--- config.mk ---
export PLATFORM = sky130hd
export DESIGN_NAME = bytewise_crc_calculator
export DESIGN_NICKNAME = d
export VERILOG_FILES = /design/src/core/crc_pkg.sv /design/src/core/bytewise_crc_calculator.sv
export VERILOG_INCLUDE_DIRS = /design/src /design/src/core
export SDC_FILE = /design/constraint.sdc
export NUM_CORES = 1
export LEC_CHECK = 0
export BUFFER_PORTS_ARGS = -buffer_cell sky130_fd_sc_hd__clkbuf_2
export CORE_AREA = 2 2 101 93
export CTS_CLUSTER_DIAMETER = 120
export DETAILED_ROUTE_END_ITERATION = 12
export DIE_AREA = 0 0 103 95
export PLACE_DENSITY = 0.77
export SYNTH_ARGS = -nofsm -noshare
export SYNTH_HDL_FRONTEND = slang
export SYNTH_SLANG_ARGS = --single-unit
export TNS_END_PERCENT = 30
--- constraint.sdc ---
create_clock -name clk_i -period 3.8 [get_ports clk_i]
set_input_delay 0.38 -clock clk_i [delete_from_list [all_inputs] [get_ports clk_i]]
set_output_delay 0.38 -clock clk_i [all_outputs]
set_load 0.02 [all_outputs]
--- src/core/crc_defs.svh ---
// Register offsets, field positions, encodings and reset values of the byte CRC calculator
`ifndef CRC_DEFS_SVH
`define CRC_DEFS_SVH

// ----------------------------------------------------------------
// Bus geometry and register map
// ----------------------------------------------------------------
`define CRC_ADR_W 4
`define CRC_DAT_W 32
`define CRC_SEL_W 4
`define CRC_OFS_CONTROL 4'h0
`define CRC_OFS_INPUT 4'h4
`define CRC_OFS_RESULT 4'h8

// ----------------------------------------------------------------
// Control register fields
// ----------------------------------------------------------------
`define CRC_CTL_CLEAR_BIT 7
`define CRC_CTL_ORDER_BIT 2
`define CRC_CTL_POLY_HI_BIT 1
`define CRC_CTL_POLY_LO_BIT 0

// ----------------------------------------------------------------
// Polynomial select codes
// ----------------------------------------------------------------
`define CRC_POLY_RESERVED 2'h0
`define CRC_POLY_8 2'h1
`define CRC_POLY_16_A 2'h2
`define CRC_POLY_16_B 2'h3

// ----------------------------------------------------------------
// Feedback terms: x^8+x^2+x+1, x^16+x^15+x^2+1, x^16+x^12+x^5+1
// ----------------------------------------------------------------
`define CRC_FB8_MSB 8'h07
`define CRC_FB8_LSB 8'hE0
`define CRC_FB16A_MSB 16'h8005
`define CRC_FB16A_LSB 16'hA001
`define CRC_FB16B_MSB 16'h1021
`define CRC_FB16B_LSB 16'h8408

// ----------------------------------------------------------------
// Reset values
// ----------------------------------------------------------------
`define CRC_RESULT_RESET 16'h0000
`define CRC_INPUT_RESET 8'h00
`define CRC_POLY_RESET 2'h0
`define CRC_ORDER_RESET 1'h0

`endif

--- src/core/crc_pkg.sv ---
// Types shared by the byte CRC calculator and its bench
package crc_pkg;
`include "crc_defs.svh"

   typedef struct packed {
      logic cyc;
      logic stb;
      logic we;
      logic [`CRC_ADR_W-1:0] adr;
      logic [`CRC_SEL_W-1:0] sel;
      logic [`CRC_DAT_W-1:0] dat;
   } wb_req_t;

   typedef struct packed {
      logic ack;
      logic [`CRC_DAT_W-1:0] dat;
   } wb_rsp_t;

   typedef struct packed {
      logic order;
      logic [1:0] poly;
   } crc_ctrl_t;

   typedef struct packed {
      crc_ctrl_t ctrl;
      logic [7:0] din;
      logic [15:0] result;
      wb_rsp_t rsp;
   } crc_state_t;

endpackage

--- src/core/bytewise_crc_calculator.sv ---
// Byte-wide CRC calculator with a classic Wishbone register slave
//
// Notes on behaviour
// - Each byte folds into CRC in one step.
// - Three polynomials; code 11 selects CCITT.
// - LSB-first or MSB-first generation is selectable.
// - Input byte register RW; writes fold byte.
// - Result register 16-bit RW, accumulates since clear.
// - Data plus appended code leaves zero result.
// - Eight-bit polynomial result sits in low byte.
// - Control register clears, orders and selects polynomial.
// - Codes: 00 reserved, 01, 10, 11 polynomials.
// - Order bit 0 LSB-first, 1 MSB-first.
// - Writing clear bit 7 zeroes the result.
`timescale 1ns/100ps
`include "crc_defs.svh"

module bytewise_crc_calculator
   import crc_pkg::*;
(
   input wire logic clk_i,
   input wire logic rst_i,
   input wire logic ce_i,
   input wire wb_req_t wb_req_i,
   output wb_rsp_t wb_rsp_o
);

   // ----------------------------------------------------------------
   // Reset state
   // ----------------------------------------------------------------
   localparam crc_state_t STATE_RESET = '{
      ctrl: '{order: `CRC_ORDER_RESET, poly: `CRC_POLY_RESET},
      din: `CRC_INPUT_RESET,
      result: `CRC_RESULT_RESET,
      rsp: '{ack: 1'b0, dat: '0}
   };

   // ----------------------------------------------------------------
   // Parallel byte fold
   // ----------------------------------------------------------------
   // The loop unrolls into one combinational network, so a whole
   // byte is absorbed in a single clock cycle.
   function automatic logic [15:0] crc_fold(
      input logic [15:0] acc,
      input logic [7:0] data,
      input crc_ctrl_t ctrl
   );
      logic [15:0] c;
      logic [15:0] fb16;
      logic [7:0] c8;
      logic [7:0] fb8;
      c = acc;
      c8 = acc[7:0] ^ data;
      fb8 = ctrl.order ? `CRC_FB8_MSB : `CRC_FB8_LSB;
      fb16 = '0;
      unique case (ctrl.poly)
         `CRC_POLY_16_A:
         begin
            fb16 = ctrl.order ? `CRC_FB16A_MSB : `CRC_FB16A_LSB;
         end
         `CRC_POLY_16_B:
         begin
            fb16 = ctrl.order ? `CRC_FB16B_MSB : `CRC_FB16B_LSB;
         end
         default:
         begin
            fb16 = '0;
         end
      endcase
      // Reserved code: the accumulator passes through untouched
      if (ctrl.poly == `CRC_POLY_RESERVED)
      begin
         c = acc;
      end
      else if (ctrl.poly == `CRC_POLY_8)
      begin
         for (int i = 0; i < 8; i++)
         begin
            if (ctrl.order)
            begin
               c8 = c8[7] ? ((c8 << 1) ^ fb8) : (c8 << 1);
            end
            else
            begin
               c8 = c8[0] ? ((c8 >> 1) ^ fb8) : (c8 >> 1);
            end
         end
         // The high byte stays zero for the eight-bit code
         c = {8'h00, c8};
      end
      else if (ctrl.order)
      begin
         c = acc ^ {data, 8'h00};
         for (int i = 0; i < 8; i++)
         begin
            c = c[15] ? ((c << 1) ^ fb16) : (c << 1);
         end
      end
      else
      begin
         c = acc ^ {8'h00, data};
         for (int i = 0; i < 8; i++)
         begin
            c = c[0] ? ((c >> 1) ^ fb16) : (c >> 1);
         end
      end
      return c;
   endfunction

   // ----------------------------------------------------------------
   // State
   // ----------------------------------------------------------------
   // All block state sits in one struct, registered once
   crc_state_t s_q;
   crc_state_t s_d;
   logic take;
   logic wr;
   logic hit_control;
   logic hit_input;
   logic hit_result;
   logic [`CRC_DAT_W-1:0] rdata;

   // ----------------------------------------------------------------
   // Address decode
   // ----------------------------------------------------------------
   // A new request is taken only while no answer is standing, so ack
   // lasts exactly one enabled cycle; it holds while ce_i is low.
   assign take = wb_req_i.cyc & wb_req_i.stb & ~s_q.rsp.ack;
   assign wr = take & wb_req_i.we;
   assign hit_control = (wb_req_i.adr == `CRC_OFS_CONTROL);
   assign hit_input = (wb_req_i.adr == `CRC_OFS_INPUT);
   assign hit_result = (wb_req_i.adr == `CRC_OFS_RESULT);

   // ----------------------------------------------------------------
   // Read mux
   // ----------------------------------------------------------------
   // The clear bit is write-only and reads as zero.
   // Unmapped offsets read zero but are still acknowledged.
   always_comb
   begin
      rdata = '0;
      if (hit_control)
      begin
         rdata[`CRC_CTL_ORDER_BIT] = s_q.ctrl.order;
         rdata[`CRC_CTL_POLY_HI_BIT] = s_q.ctrl.poly[1];
         rdata[`CRC_CTL_POLY_LO_BIT] = s_q.ctrl.poly[0];
      end
      else if (hit_input)
      begin
         rdata[7:0] = s_q.din;
      end
      else if (hit_result)
      begin
         rdata[15:0] = s_q.result;
      end
   end

   // ----------------------------------------------------------------
   // Next state
   // ----------------------------------------------------------------
   always_comb
   begin
      s_d = s_q;
      s_d.rsp.ack = take;
      s_d.rsp.dat = take ? rdata : '0;
      // A clear and new fields land together in one write
      if (wr && hit_control && wb_req_i.sel[0])
      begin
         s_d.ctrl.order = wb_req_i.dat[`CRC_CTL_ORDER_BIT];
         s_d.ctrl.poly = {wb_req_i.dat[`CRC_CTL_POLY_HI_BIT], wb_req_i.dat[`CRC_CTL_POLY_LO_BIT]};
         if (wb_req_i.dat[`CRC_CTL_CLEAR_BIT])
         begin
            s_d.result = `CRC_RESULT_RESET;
         end
      end
      if (wr && hit_input && wb_req_i.sel[0])
      begin
         // Folds with the polynomial and order already in force
         s_d.din = wb_req_i.dat[7:0];
         s_d.result = crc_fold(s_q.result, wb_req_i.dat[7:0], s_q.ctrl);
      end
      // Each byte lane of the result loads on its own
      if (wr && hit_result)
      begin
         if (wb_req_i.sel[0])
         begin
            s_d.result[7:0] = wb_req_i.dat[7:0];
         end
         if (wb_req_i.sel[1])
         begin
            s_d.result[15:8] = wb_req_i.dat[15:8];
         end
      end
   end

   // ----------------------------------------------------------------
   // Registers
   // ----------------------------------------------------------------
   always_ff @(posedge clk_i)
   begin
      if (rst_i)
      begin
         s_q <= STATE_RESET;
      end
      else if (ce_i)
      begin
         s_q <= s_d;
      end
   end

   // ----------------------------------------------------------------
   // Bus answer
   // ----------------------------------------------------------------
   // Ack and read data come straight from flip-flops
   assign wb_rsp_o = s_q.rsp;

endmodule

==> reports/metrics.cfg <==
[outcome]
status=complete, no violations

[die]
fp.dieH_um=95
ios=79
start_util=0.533
die_area_um2=9790
core-area_um2=8840
dieWidth_um=103
row_count=33

[sta]
finalCritPeriodShare=0.932
fin_setup_tns_ns=0
drv_slew=0
fin_crit_ns=3.54
hold_viol_final=0
setup_viol=0
rsz0062_at_grt=no
fmaxAchievable_ghz=0.282
relSlewSlack=0.361
setup_ws_ns=0.258
skew_ns=0.00265
tightestPinTransition_ns=0.959
holdWs_ns=0.360

[synthesis]
synth_cells=619
ys_ff_latch=44
synth_async_sr_flop_share=0
synth_area_leaders=dfxtp_1 19%, xnor2_1 9.5%, xor2_1 6.3%
synth_top_area_share=0.187
netlist_area_um2=4710
synth-main-ff-cell=dfxtp_1
ys_warn_count=0
ys_types=75
avgSynthCellArea_um2=7.61
yosys.area.top_type=dfxtp_1
yosysSeqAreaShare=0.187
synth_edf_count=0

[finish]
diodes=0
layout_commonest_cell=nand2_1
final_util=0.570
seq_area_um2=883
area_growth_pct=6.99
layout.nets=685
fin_cells=760
mostFrequentLayoutCells=69 x nand2_1, 66 x nor2_1, 51 x xnor2_1
fillers=866
layout-drive-gt1-share=0.168
multi_input_area_um2=3380

[clock_network]
clk_latency_ns=0.30
clock_path_buffers=2
cts_root_buf=clkbuf_8
numCtsBuffers=5
cts_resized=0
holdBufCountCts=0
cts_tree=yes
cts_sinks=44
path_clk_slew_ns=0.08
post_cts_buffers=0
cts_htree_levels=2

[power]
cellLeakagePower_nw=1.91
ir_drop_mv=0.170
p_per_area_nw_per_um2=226

[place]
gp_congestion=1.07
portBuffers=44
pre_cts_ws_ns=0.133
dp_hpwl_mm=10.9
dp.cells=752

[grt]
gr-total-overflow=0
grt_max_degree=48
antenna_found_initial=0
grt_first_pass_wirelength_mm=22.1
gr-usage-all-layers=0.293
grt_pass1_vias=4177

[worst_setup_path]
crit_required_ns=3.98
arrival_ns=3.72
cp-end-kind=flip-flop
critPathLaunchType=flip-flop
path_max_fanout=7
path_class=flip-flop to flip-flop

[detailed_routing]
drt-wirelength-per-cell_um=18.9
routed_wl_mm=14.4
drtIter0Drc=620
ant_nets=0
drc=0
vias=4701
firstDrtPassIters=7
viasPerCell=6.19

[flow_run]
drv_cap=0

[min_path]
hold_class=input pin to flip-flop

-- routing by layer --
metal	GRT usage	part of all wire	vias to the layer above
met3	0.0563	0.12	49
met5	0	0	-
met4	0.0702	0.025	0
met1	0.424	0.41	2198
met2	0.446	0.45	301
li1	-	-	2153
-- sequential cells by signal (all words and copies together), names as in the netlist --
register,flops
wb_rsp_o,17
s_q,27
-- report_power, final --
group	total (mW)	internal, mW	switching (mW)
combinational	0.307	0.130	0.178
clock	0.364	0.195	0.169
sequential	0.466	0.463	0.00357
total	1.14	0.788	0.350
-- worst max-delay path, stage by stage (launching register included) --
cell	delay [ns]
dfxtp_1	0.54
ha_1	0.37
xnor3_1	0.28
nand2_1	0.11
mux2i_1	0.16
xnor2_1	0.38
xor3_1	0.45
or3_1	0.32
a21oi_1	0.20
xnor2_1	0.16
mux2i_1	0.32
o31ai_1	0.13
-- per-stage QoR --
step	area, um2	total power, mW
global placement	4930	0.771
global route	5040	1.18
detailed placement	4930	0.777
finish	5040	1.14
floorplan	4760	0.712
CTS	5030	1.13
-- cells by family (layout without fill, tap and decap cells) --
logic type,count (synthesis),count (layout),share of synthesized area
AND/OR/NAND/NOR,201,201,0.196
multiplexers,12,12,0.0284
AO/OA/AOI/OAI,162,162,0.228
adder cells (fa/ha/maj),3,3,0.00744
other,1,16,0.000796
XOR/XNOR,105,105,0.246
flip-flops,44,44,0.187
buffers and inverters,91,95,0.107
-- layout make-up --
class                      count  area share
clock buffer                   6      0.0144
clock inverter                 2     0.00695
inverter                       8     0.00596
multi-input combinational    499       0.671
sequential                    44       0.175
tap                          122      0.0303
timing repair buffer          79      0.0959
-- cells in the mapped netlist, types with 4 or more instances --
library cell  number
a21oi_1           48
nand3_1           16
o211ai_1           4
dfxtp_1           44
buf_1              6
a22o_1             6
o22ai_1            5
a21o_1             4
xnor2_2            7
nand2_1           69
xnor3_1            9
or3_1              6
buf_4             34
a21boi_0           4
nor3_1             8
inv_1              8
nand2b_1           6
and3_1             5
a22oi_1           20
buf_2              7
xor2_1            34
o21ai_0           30
nor2_1            66
a32oi_1           11
clkbuf_1          33
mux2i_1           10
a211oi_1           4
xnor2_1           51
-- path summary, 6_finish.rpt --
path,cells after the start,endpoint,slack (ns),from
worst max-delay path,11,s_q[35]$_SDFFE_PP0P_,0.26,s_q[48]$_SDFFE_PP0P_
worst min-delay path,3,s_q[56]$_SDFFE_PP0P_,0.36,wb_req_i[7]
worst max register to register,11,s_q[35]$_SDFFE_PP0P_,0.26,s_q[48]$_SDFFE_PP0P_
worst min register to register,2,s_q[52]$_SDFFE_PP0P_,0.46,s_q[52]$_SDFFE_PP0P_
No activity file was read; power rests on OpenSTA's default activity.
